## src/common/abgl_defines.vh

```
// register offsets, field positions, reset values and limits of the
// amplifier boost, gain and limiter configuration bank
// assumes byte-wide registers reached through the two-wire serial port
`ifndef ABGL_DEFINES_VH
`define ABGL_DEFINES_VH

`define ABGL_ADDR_ID          8'h00
`define ABGL_ADDR_BST_OUT     8'h03
`define ABGL_ADDR_BST_ILIM    8'h04
`define ABGL_ADDR_GAIN        8'h05
`define ABGL_ADDR_LIM3_PWR    8'h06
`define ABGL_ADDR_LIM3_TIME   8'h07
`define ABGL_ADDR_LIM2_PWR    8'h08

`define ABGL_DEV_ADDR_HI      5'h16
`define ABGL_SOFT_RESET_KEY   8'hAA
// identification value is arbitrary, it names no real part
`define ABGL_ID_VALUE         8'h3C

`define ABGL_FORCE_BOOST_BIT  5
`define ABGL_VOUT_MSB         4
`define ABGL_VOUT_LSB         0
`define ABGL_IPEAK_MSB        4
`define ABGL_IPEAK_LSB        2
`define ABGL_GAIN_MSB         4
`define ABGL_GAIN_LSB         0
`define ABGL_LIM3_DIS_BIT     4
`define ABGL_LIM3_PWR_MSB     3
`define ABGL_LIM3_PWR_LSB     0
`define ABGL_LIM3_REL_MSB     7
`define ABGL_LIM3_REL_LSB     5
`define ABGL_LIM3_ATK_MSB     4
`define ABGL_LIM3_ATK_LSB     2
`define ABGL_LIM2_PWR_MSB     3
`define ABGL_LIM2_PWR_LSB     0

`define ABGL_RST_FORCE_BOOST  1'h1
`define ABGL_RST_VOUT         5'h10
`define ABGL_MAX_VOUT         5'h10
`define ABGL_RST_IPEAK        3'h4
`define ABGL_RST_GAIN_RCV     5'h05
`define ABGL_MIN_GAIN_RCV     5'h05
`define ABGL_MAX_GAIN_RCV     5'h07
`define ABGL_RST_GAIN_SPK     5'h10
`define ABGL_MIN_GAIN_SPK     5'h08
`define ABGL_MAX_GAIN_SPK     5'h12
`define ABGL_RST_LIM3_DIS     1'h0
`define ABGL_RST_LIM3_PWR     4'h3
`define ABGL_RST_LIM3_REL     3'h2
`define ABGL_BAD_LIM3_REL     3'h7
`define ABGL_RST_LIM3_ATK     3'h3
`define ABGL_RST_LIM2_PWR     4'h3
`define ABGL_MAX_LIM2_PWR     4'hB

`define ABGL_RSV_BST_OUT      2'h3
`define ABGL_RSV_ILIM_HI      3'h0
`define ABGL_RSV_ILIM_LO      2'h1
`define ABGL_RSV_GAIN         3'h0
`define ABGL_RSV_LIM3_PWR     3'h2
`define ABGL_RSV_LIM3_TIME    2'h2
`define ABGL_RSV_LIM2_PWR     4'h0

`endif

```

## src/hw/abgl_serial_port.v

```verilog
// two-wire serial slave: address match, register pointer, byte
// writes and auto-incrementing reads toward the configuration bank
// assumes the clock oversamples the serial clock by at least 8x
`timescale 1ns/1ps
`include "abgl_defines.vh"

module abgl_serial_port (
	input  wire       sys_clk,     // system clock
	input  wire       rst_b,       // async reset, active low
	input  wire       scl_in,      // serial clock pin
	input  wire       sda_in,      // serial data pin level
	output reg        sda_oe,      // high while pulling data low
	input  wire [1:0] addr_sel,    // strapped low address bits
	output reg        wr_pulse,    // one-cycle write strobe
	output reg  [7:0] wr_data,     // write byte
	output reg  [7:0] ptr,         // register pointer
	input  wire [7:0] rd_data      // byte at pointer
);
	localparam ST_IDLE = 3'h0;
	localparam ST_ADDR = 3'h1;
	localparam ST_PTR  = 3'h2;
	localparam ST_WDAT = 3'h3;
	localparam ST_RDAT = 3'h4;

	reg [2:0] scl_sync;
	reg [2:0] sda_sync;
	reg       scl_f;
	reg       sda_f;
	reg       scl_prev;
	reg       sda_prev;
	reg [2:0] state;
	reg [3:0] cnt;
	reg [7:0] shift;
	reg [7:0] tx;
	reg       ack_phase;
	reg       rw;

	wire start = scl_f & scl_prev & sda_prev & ~sda_f;
	wire stop  = scl_f & scl_prev & ~sda_prev & sda_f;
	wire rise  = scl_f & ~scl_prev;
	wire fall  = ~scl_f & scl_prev;

	// filtered level moves only when the last two stages agree
	always @(posedge sys_clk or negedge rst_b) begin
		if (!rst_b) begin
			scl_sync <= 3'h7;
			sda_sync <= 3'h7;
			scl_f    <= 1'h1;
			sda_f    <= 1'h1;
			scl_prev <= 1'h1;
			sda_prev <= 1'h1;
		end else begin
			scl_sync <= {scl_sync[1:0], scl_in};
			sda_sync <= {sda_sync[1:0], sda_in};
			if (scl_sync[1] == scl_sync[2])
				scl_f <= scl_sync[2];
			if (sda_sync[1] == sda_sync[2])
				sda_f <= sda_sync[2];
			scl_prev <= scl_f;
			sda_prev <= sda_f;
		end
	end

	always @(posedge sys_clk or negedge rst_b) begin
		if (!rst_b) begin
			state     <= ST_IDLE;
			cnt       <= 4'h0;
			shift     <= 8'h00;
			tx        <= 8'h00;
			ack_phase <= 1'h0;
			rw        <= 1'h0;
			sda_oe    <= 1'h0;
			wr_pulse  <= 1'h0;
			wr_data   <= 8'h00;
			ptr       <= 8'h00;
		end else begin
			wr_pulse <= 1'h0;
			if (start) begin
				state     <= ST_ADDR;
				cnt       <= 4'h0;
				ack_phase <= 1'h0;
				sda_oe    <= 1'h0;
			end else if (stop) begin
				state  <= ST_IDLE;
				sda_oe <= 1'h0;
			end else begin
				case (state)
				ST_ADDR, ST_PTR, ST_WDAT: begin
					if (rise && !ack_phase) begin
						shift <= {shift[6:0], sda_f};
						cnt   <= cnt + 4'h1;
					end else if (fall && ack_phase) begin
						sda_oe    <= 1'h0;
						ack_phase <= 1'h0;
						cnt       <= 4'h0;
						if (state == ST_ADDR && rw) begin
							state  <= ST_RDAT;
							sda_oe <= ~rd_data[7];
							tx     <= {rd_data[6:0], 1'h0};
						end else if (state == ST_ADDR)
							state <= ST_PTR;
						else if (state == ST_PTR)
							state <= ST_WDAT;
						else
							ptr <= ptr + 8'h01; // burst moves on
					end else if (fall && cnt == 4'h8) begin
						ack_phase <= 1'h1;
						sda_oe    <= 1'h1;
						if (state == ST_ADDR) begin
							rw <= shift[0];
							if (shift[7:1] !=
							    {`ABGL_DEV_ADDR_HI, addr_sel}) begin
								state     <= ST_IDLE;
								ack_phase <= 1'h0;
								sda_oe    <= 1'h0;
							end
						end else if (state == ST_PTR)
							ptr <= shift;
						else begin
							wr_pulse <= 1'h1;
							wr_data  <= shift;
						end
					end
				end
				ST_RDAT: begin
					if (rise) begin
						if (cnt == 4'h8) begin
							// master nack ends the read burst
							if (sda_f)
								state <= ST_IDLE;
							else begin
								ptr <= ptr + 8'h01;
								cnt <= 4'h9;
							end
						end else
							cnt <= cnt + 4'h1;
					end else if (fall) begin
						if (cnt == 4'h8)
							sda_oe <= 1'h0;
						else if (cnt == 4'h9) begin
							sda_oe <= ~rd_data[7];
							tx     <= {rd_data[6:0], 1'h0};
							cnt    <= 4'h0;
						end else if (cnt != 4'h0) begin
							sda_oe <= ~tx[7];
							tx     <= {tx[6:0], 1'h0};
						end
					end
				end
				default: begin
					sda_oe <= 1'h0;
				end
				endcase
			end
		end
	end
endmodule

```

## src/hw/abgl_regs.v

```verilog
// boost, gain and limiter configuration bank behind the serial port
// assumes the combo mode level comes from system control logic on sys_clk
`timescale 1ns/1ps
`include "abgl_defines.vh"

// What this block does
// - boost bit 5: 0 battery pass-through, 1 forced boost; resets 1
// - boost voltage code 6.5V to 10.5V, resets 10000, above refused
// - boost peak current code in bits 4:2, 2.5A to 4.25A, resets 100
// - combo mode gain accepts 00101 to 00111 only, resets 00101
// - speaker gain accepts 01000 to 10010, resets 10000
// - limiter3 disable bit 4 resets 0; power cap bits 3:0 reset 0011
// - limiter3 release rate bits 7:5, code 111 refused, resets 010
// - limiter3 attack rate bits 4:2, all codes legal, resets 011
// - limiter2 power bits 3:0, 1011 is off, above refused, resets 0011
// - combo select chooses gain coding and gain reset value
// - forced boost at 0 clears the battery safeguard software enable
// - serial address is 10110 plus two strapped bits, then read/write
// - writing AA to the identification register restores all defaults
module abgl_regs (
	input  wire       sys_clk,               // 100 MHz system clock
	input  wire       rst_b,                 // async reset, active low
	input  wire       scl_in,                // serial clock pin
	input  wire       sda_in,                // serial data pin level
	output wire       sda_out,               // data pin drive value
	output wire       sda_oe,                // data pin pull-down enable
	input  wire [1:0] addr_sel,              // strapped address bits
	input  wire       receiver_combo_select, // system control combo bit
	output reg        force_boost,           // 1 forces boost regulation
	output reg  [4:0] boost_voltage_code,    // boost output voltage
	output reg  [2:0] boost_peak_limit_code, // boost peak current
	output reg  [4:0] gain_code,             // class D gain
	output reg        limiter3_disable,      // limiter3 off when high
	output reg  [3:0] limiter3_power_level,  // limiter3 power cap
	output reg  [2:0] limiter3_release_rate, // limiter3 release
	output reg  [2:0] limiter3_attack_rate,  // limiter3 attack
	output reg  [3:0] limiter2_power_level,  // limiter2 power cap
	output reg        battery_safeguard_clear, // holds safeguard enable 0
	output reg        soft_reset_pulse       // one cycle on key write
);
	wire       wr_pulse;
	wire [7:0] wr_data;
	wire [7:0] ptr;
	reg  [7:0] rd_data;
	reg        init_done_reg;
	reg        gain_ok;

	wire soft_rst = wr_pulse && ptr == `ABGL_ADDR_ID &&
	                wr_data == `ABGL_SOFT_RESET_KEY;
	wire [4:0] gain_default = receiver_combo_select ?
	                          `ABGL_RST_GAIN_RCV : `ABGL_RST_GAIN_SPK;

	assign sda_out = 1'b0;

	abgl_serial_port u_port (
		.sys_clk  (sys_clk),
		.rst_b    (rst_b),
		.scl_in   (scl_in),
		.sda_in   (sda_in),
		.sda_oe   (sda_oe),
		.addr_sel (addr_sel),
		.wr_pulse (wr_pulse),
		.wr_data  (wr_data),
		.ptr      (ptr),
		.rd_data  (rd_data)
	);

	// gain legality follows the coding of the current mode
	always @* begin
		if (receiver_combo_select)
			gain_ok = wr_data[4:0] >= `ABGL_MIN_GAIN_RCV &&
			          wr_data[4:0] <= `ABGL_MAX_GAIN_RCV;
		else
			gain_ok = wr_data[4:0] >= `ABGL_MIN_GAIN_SPK &&
			          wr_data[4:0] <= `ABGL_MAX_GAIN_SPK;
	end

	// async reset may only load constants, so the mode-dependent gain
	// default is applied on the first clock after release
	always @(posedge sys_clk or negedge rst_b) begin
		if (!rst_b) begin
			init_done_reg         <= 1'h0;
			force_boost           <= `ABGL_RST_FORCE_BOOST;
			boost_voltage_code    <= `ABGL_RST_VOUT;
			boost_peak_limit_code <= `ABGL_RST_IPEAK;
			gain_code             <= `ABGL_RST_GAIN_SPK;
			limiter3_disable      <= `ABGL_RST_LIM3_DIS;
			limiter3_power_level  <= `ABGL_RST_LIM3_PWR;
			limiter3_release_rate <= `ABGL_RST_LIM3_REL;
			limiter3_attack_rate  <= `ABGL_RST_LIM3_ATK;
			limiter2_power_level  <= `ABGL_RST_LIM2_PWR;
			soft_reset_pulse      <= 1'h0;
		end else begin
			init_done_reg    <= 1'h1;
			soft_reset_pulse <= soft_rst;
			if (!init_done_reg)
				gain_code <= gain_default;
			if (soft_rst) begin
				force_boost           <= `ABGL_RST_FORCE_BOOST;
				boost_voltage_code    <= `ABGL_RST_VOUT;
				boost_peak_limit_code <= `ABGL_RST_IPEAK;
				gain_code             <= gain_default;
				limiter3_disable      <= `ABGL_RST_LIM3_DIS;
				limiter3_power_level  <= `ABGL_RST_LIM3_PWR;
				limiter3_release_rate <= `ABGL_RST_LIM3_REL;
				limiter3_attack_rate  <= `ABGL_RST_LIM3_ATK;
				limiter2_power_level  <= `ABGL_RST_LIM2_PWR;
			end else if (wr_pulse) begin
				// reserved bits are never stored
				case (ptr)
				`ABGL_ADDR_BST_OUT: begin
					force_boost <= wr_data[`ABGL_FORCE_BOOST_BIT];
					// out-of-range voltage code keeps the old one
					if (wr_data[`ABGL_VOUT_MSB:`ABGL_VOUT_LSB] <=
					    `ABGL_MAX_VOUT)
						boost_voltage_code <=
						  wr_data[`ABGL_VOUT_MSB:`ABGL_VOUT_LSB];
				end
				`ABGL_ADDR_BST_ILIM: begin
					boost_peak_limit_code <=
					  wr_data[`ABGL_IPEAK_MSB:`ABGL_IPEAK_LSB];
				end
				`ABGL_ADDR_GAIN: begin
					if (gain_ok)
						gain_code <=
						  wr_data[`ABGL_GAIN_MSB:`ABGL_GAIN_LSB];
				end
				`ABGL_ADDR_LIM3_PWR: begin
					limiter3_disable <= wr_data[`ABGL_LIM3_DIS_BIT];
					limiter3_power_level <=
					  wr_data[`ABGL_LIM3_PWR_MSB:`ABGL_LIM3_PWR_LSB];
				end
				`ABGL_ADDR_LIM3_TIME: begin
					if (wr_data[`ABGL_LIM3_REL_MSB:`ABGL_LIM3_REL_LSB] !=
					    `ABGL_BAD_LIM3_REL)
						limiter3_release_rate <=
						  wr_data[`ABGL_LIM3_REL_MSB:`ABGL_LIM3_REL_LSB];
					limiter3_attack_rate <=
					  wr_data[`ABGL_LIM3_ATK_MSB:`ABGL_LIM3_ATK_LSB];
				end
				`ABGL_ADDR_LIM2_PWR: begin
					// code 1011 is legal and switches limiter2 off
					if (wr_data[`ABGL_LIM2_PWR_MSB:`ABGL_LIM2_PWR_LSB] <=
					    `ABGL_MAX_LIM2_PWR)
						limiter2_power_level <=
						  wr_data[`ABGL_LIM2_PWR_MSB:`ABGL_LIM2_PWR_LSB];
				end
				default: begin
				end
				endcase
			end
		end
	end

	// the safeguard enable lives in system control; this level holds it 0
	always @(posedge sys_clk or negedge rst_b) begin
		if (!rst_b)
			battery_safeguard_clear <= 1'h0;
		else
			battery_safeguard_clear <= ~force_boost;
	end

	// read view, reserved bits show their defaults
	always @* begin
		case (ptr)
		`ABGL_ADDR_ID:        rd_data = `ABGL_ID_VALUE;
		`ABGL_ADDR_BST_OUT:   rd_data = {`ABGL_RSV_BST_OUT, force_boost,
		                                 boost_voltage_code};
		`ABGL_ADDR_BST_ILIM:  rd_data = {`ABGL_RSV_ILIM_HI,
		                                 boost_peak_limit_code,
		                                 `ABGL_RSV_ILIM_LO};
		`ABGL_ADDR_GAIN:      rd_data = {`ABGL_RSV_GAIN, gain_code};
		`ABGL_ADDR_LIM3_PWR:  rd_data = {`ABGL_RSV_LIM3_PWR, limiter3_disable,
		                                 limiter3_power_level};
		`ABGL_ADDR_LIM3_TIME: rd_data = {limiter3_release_rate,
		                                 limiter3_attack_rate,
		                                 `ABGL_RSV_LIM3_TIME};
		`ABGL_ADDR_LIM2_PWR:  rd_data = {`ABGL_RSV_LIM2_PWR,
		                                 limiter2_power_level};
		default:              rd_data = 8'h00;
		endcase
	end
endmodule

```

## config.mk

```make
export PLATFORM = sky130hd
export DESIGN_NAME = abgl_regs
export DESIGN_NICKNAME = d
export VERILOG_FILES = /design/src/hw/abgl_serial_port.v /design/src/hw/abgl_regs.v
export VERILOG_INCLUDE_DIRS = /design/src /design/src/common
export SDC_FILE = /design/constraint.sdc
export NUM_CORES = 1
export LEC_CHECK = 0
export ABC_AREA = 1
export ABC_CLOCK_PERIOD_IN_PS = 1800
export BUFFER_PORTS_ARGS = -buffer_cell sky130_fd_sc_hd__buf_4
export CORE_ASPECT_RATIO = 1.75
export CORE_UTILIZATION = 56
export CTS_BUF_LIST = sky130_fd_sc_hd__clkbuf_4
export CTS_CLUSTER_SIZE = 12
export DETAILED_ROUTE_END_ITERATION = 10
export GPL_TIMING_DRIVEN = 0
export PLACE_DENSITY = 0.89
export SYNTH_ARGS = -nofsm -noshare
export SYNTH_HDL_FRONTEND = slang
export SYNTH_SLANG_ARGS = --single-unit
```

## constraint.sdc

```tcl
create_clock -name sys_clk -period 1.8 [get_ports sys_clk]
set_clock_uncertainty 0.15 [all_clocks]
set_input_delay 0.09 -clock sys_clk [delete_from_list [all_inputs] [get_ports sys_clk]]
set_output_delay 0.09 -clock sys_clk [all_outputs]
set_load 0.05 [all_outputs]
```

==> results.cfg <==
[timing]
setup_violations = 51
fin_crit_ns = 2.09
hold_viol = 0
worstMarginPinSlew_ns = 1.05
drv_slew = 0
rsz0062_at_grt = yes
relSlewSlack_pct = 29.9
fmax_ghz = 0.478
finalCritPeriodShare_pct = 116
timing.final.ws_setup_ns = -0.290

[clock_network]
clk_latency_ns = 0.46
clkSlewWorstSetupHoldPaths_ns = 0.14
cts_buffers = 9
htree_num_levels = 3
cts_tree = yes
cts_sinks = 84
ctsLongestPathBuffers = 2
clockRootBuffer = clkbuf_4

[floorplanning]
pin_count = 40
dieArea_mm2 = 0.00888
die_x_um = 71.7
coreArea_mm2 = 0.00826
start_util_pct = 57.6
die_h_um = 124
rows = 44

[layout]
reg_top3 = u_port.ptr x8, u_port.shift x8, u_port.wr_data x8
synthToLayoutAreaGrowth_pct = 35.2
final_area_mm2 = 0.00643
drive_gt1_share_pct = 39.7
nFillCells = 473
num-nets-final = 759
antenna_cells = 0

[global_routing]
grt_pass1_wl_mm = 21.2
overflow = 0
grt_pass1_vias = 4598
grt_usage_pct = 31.4
grt_max_degree = 85
antenna_found_initial = 0

[synth]
synth_nets = 643
synth_ff_type = dfrtp_1
ys_seq_elements = 84
avgSynthCellArea_um2 = 7.56
yosysWarnings = 0
synth_cell_types = 42
syn_area_mm2 = 0.00476
async_flop_share_pct = 100
yosysSeqAreaShare_pct = 44.7
synth_enable_flop_cells = 0
synthCells = 629

[placed_design]
portBuffers = 38
dp_slack_ns = -0.328
gp_congestion = 0.979
post_dp_cell_area_mm2 = 0.00516
dpl.hpwl_mm = 9.17

[critical_path]
endpoint = gain_code[0]$_DFF_PN0_
required_ns = 2.02
r2r_start = u_port.ptr[1]$_DFFE_PN0P_
cp-start-kind = flip-flop
worstSetupPathType = flip-flop to flip-flop
endpoint_kind = flip-flop
path_max_fanout = 5
cp-startpoint = u_port.ptr[1]$_DFFE_PN0P_
worstPathArrival_ns = 2.31
r2r_end = gain_code[0]$_DFF_PN0_
r2r_cells = 12
r2r_slack_ns = -0.29

[drt]
drt_iter0_markers = 498
drc = 0
dr_total_vias = 5176
viasPerCell = 6.15
drtAntennaViolNets = 0
drt_first_pass_iters = 7
wl_mm = 16.2
routedWlPerCell_um = 19.2

[pwr]
ir_drop_uv = 688
p_leak_nw = 2.96
powerDensity_mw_per_mm2 = 1230

[flow_run]
drv_cap = 0

[run_status]
outcome = complete, but fails checks
violations = setup timing

[min_path]
hp-class = input port to flip-flop
## cell families after synthesis
group,synth area share (%)
other,0.158
XOR/XNOR,0.921
AO/OA/AOI/OAI,10.8
AND/OR/NAND/NOR,34.3
adder cells (fa/ha/maj),2.26
buffers and inverters,6.84
flip-flops,44.7
## placed cells by master, fill, tap and decap left out, types with 10 or more instances in the layout
cell      instances
o21ai_2          11
nand3_1          36
nand2_1         162
nand2_2          30
nor2_4           24
nand2_4          18
o21ai_0          30
a21oi_1          10
nor2_1           50
dfstp_2          21
dfrtp_1          59
o21ai_1          22
inv_2            13
clkbuf_4         12
inv_1            46
buf_4            93
## cell type report
class                           count  area (um^2)  area share (%)
Multi-Input combinational cell    471         2860            44.5
Sequential cell                    84         2130            33.2
Timing Repair Buffer              103          831            12.9
Inverter                           66          267            4.14
Tap cell                           92          115            1.79
Buffer                             10          108            1.67
Clock buffer                       10         75.1            1.17
Clock inverter                      6         41.3           0.642
## metal layers
layer | share of wire (%) | vias up | GRT usage, %
met5 | 0 | - | 0
met3 | 8.1 | 141 | 5.42
met2 | 51 | 365 | 57.4
met4 | 9.1 | 0 | 24.9
li1 | - | 2246 | -
met1 | 32 | 2424 | 30.6
## Yosys cell counts, types with 2 or more instances
cell type | count | area, um^2
o21ai_2 | 2 | 17.5
buf_4 | 2 | 15.0
nand2_1 | 196 | 736
dfstp_2 | 21 | 552
nor2_4 | 5 | 56.3
buf_6 | 4 | 45.0
dfrtp_1 | 63 | 1580
nand3_2 | 3 | 30.0
nor2_1 | 66 | 248
o22ai_1 | 2 | 12.5
xor2_1 | 4 | 35.0
a21oi_1 | 16 | 80.1
maj3_1 | 2 | 20.0
nand4_1 | 5 | 31.3
nor2_2 | 10 | 62.6
conb_1 | 2 | 7.51
nor3_1 | 7 | 35.0
nand3b_1 | 4 | 30.0
buf_2 | 2 | 10.0
o21ai_0 | 45 | 225
o211ai_1 | 4 | 30.0
ha_1 | 7 | 87.6
nand2_2 | 14 | 87.6
o21ai_1 | 16 | 80.1
inv_1 | 56 | 210
clkbuf_1 | 2 | 7.51
inv_2 | 9 | 33.8
nand3_4 | 2 | 35.0
nand3_1 | 45 | 225
## metrics by stage
| stage | std cells | total power [mW] | hold WS [ns] | utilization [%] | TNS (ns) |
|---|---|---|---|---|---|
| 3_5_place_dp | 759 | 5.12 | 0.0496 | 62.5 | -9.73 |
| 5_1_grt | 842 | 8.23 | 0.108 | 77.9 | -9.33 |
| 2_1_floorplan | 629 | 4.40 | -0.356 | - | 0 |
| 3_3_place_gp | 759 | 5.04 | 0.0482 | 62.5 | -6.82 |
| 6_report | 842 | 7.89 | 0.130 | 77.9 | -5.68 |
| 4_1_cts | 804 | 6.78 | 0.0938 | 69.7 | -0.167 |
## how the worst min path moves through the flow
stage | from | endpoint | slack (ns) | cells past startpoint
after floorplan | rst_b | battery_safeguard_clear$_DFF_PN0_ | -0.36 | 0
after global placement | sda_in | u_port.sda_sync[0]$_DFF_PN1_ | 0.05 | 1
after detailed placement | scl_in | u_port.scl_sync[0]$_DFF_PN1_ | 0.05 | 1
after CTS | addr_sel[0] | u_port.ack_phase$_DFFE_PN0P_ | 0.09 | 8
after global routing | sda_in | u_port.sda_sync[0]$_DFF_PN1_ | 0.11 | 2
final | sda_in | u_port.sda_sync[0]$_DFF_PN1_ | 0.13 | 2
## where the power goes
| group | switching, mW | total, mW | internal (mW) | leakage (nW) |
|---|---|---|---|---|
| clock network | 0.686 | 0.982 | 0.296 | 0.0584 |
| registers | 0.235 | 2.39 | 2.15 | 1.06 |
| logic | 2.89 | 4.52 | 1.63 | 1.84 |
| total | 3.81 | 7.89 | 4.08 | 2.96 |
## critical path, cell delays in order (launching register included)
cell	delay, ns
dfrtp_1	0.44
inv_2	0.11
buf_4	0.12
ha_4	0.17
nand3_4	0.14
nor2_4	0.21
inv_2	0.07
nor2_2	0.13
nand2_2	0.12
nand2_4	0.13
nand2_1	0.07
nand2_1	0.08
nand2_1	0.05
## what timing repair did
item	4_1_cts	5_1_grt
buffers inserted	23	38
hold endpoints to repair	68	0
gates resized for setup	73	114
hold buffers	4	0
endpoints found under the setup margin	62	63
pin swaps	22	50
gates cloned	2	0
Power figures use the tool's default switching activity.
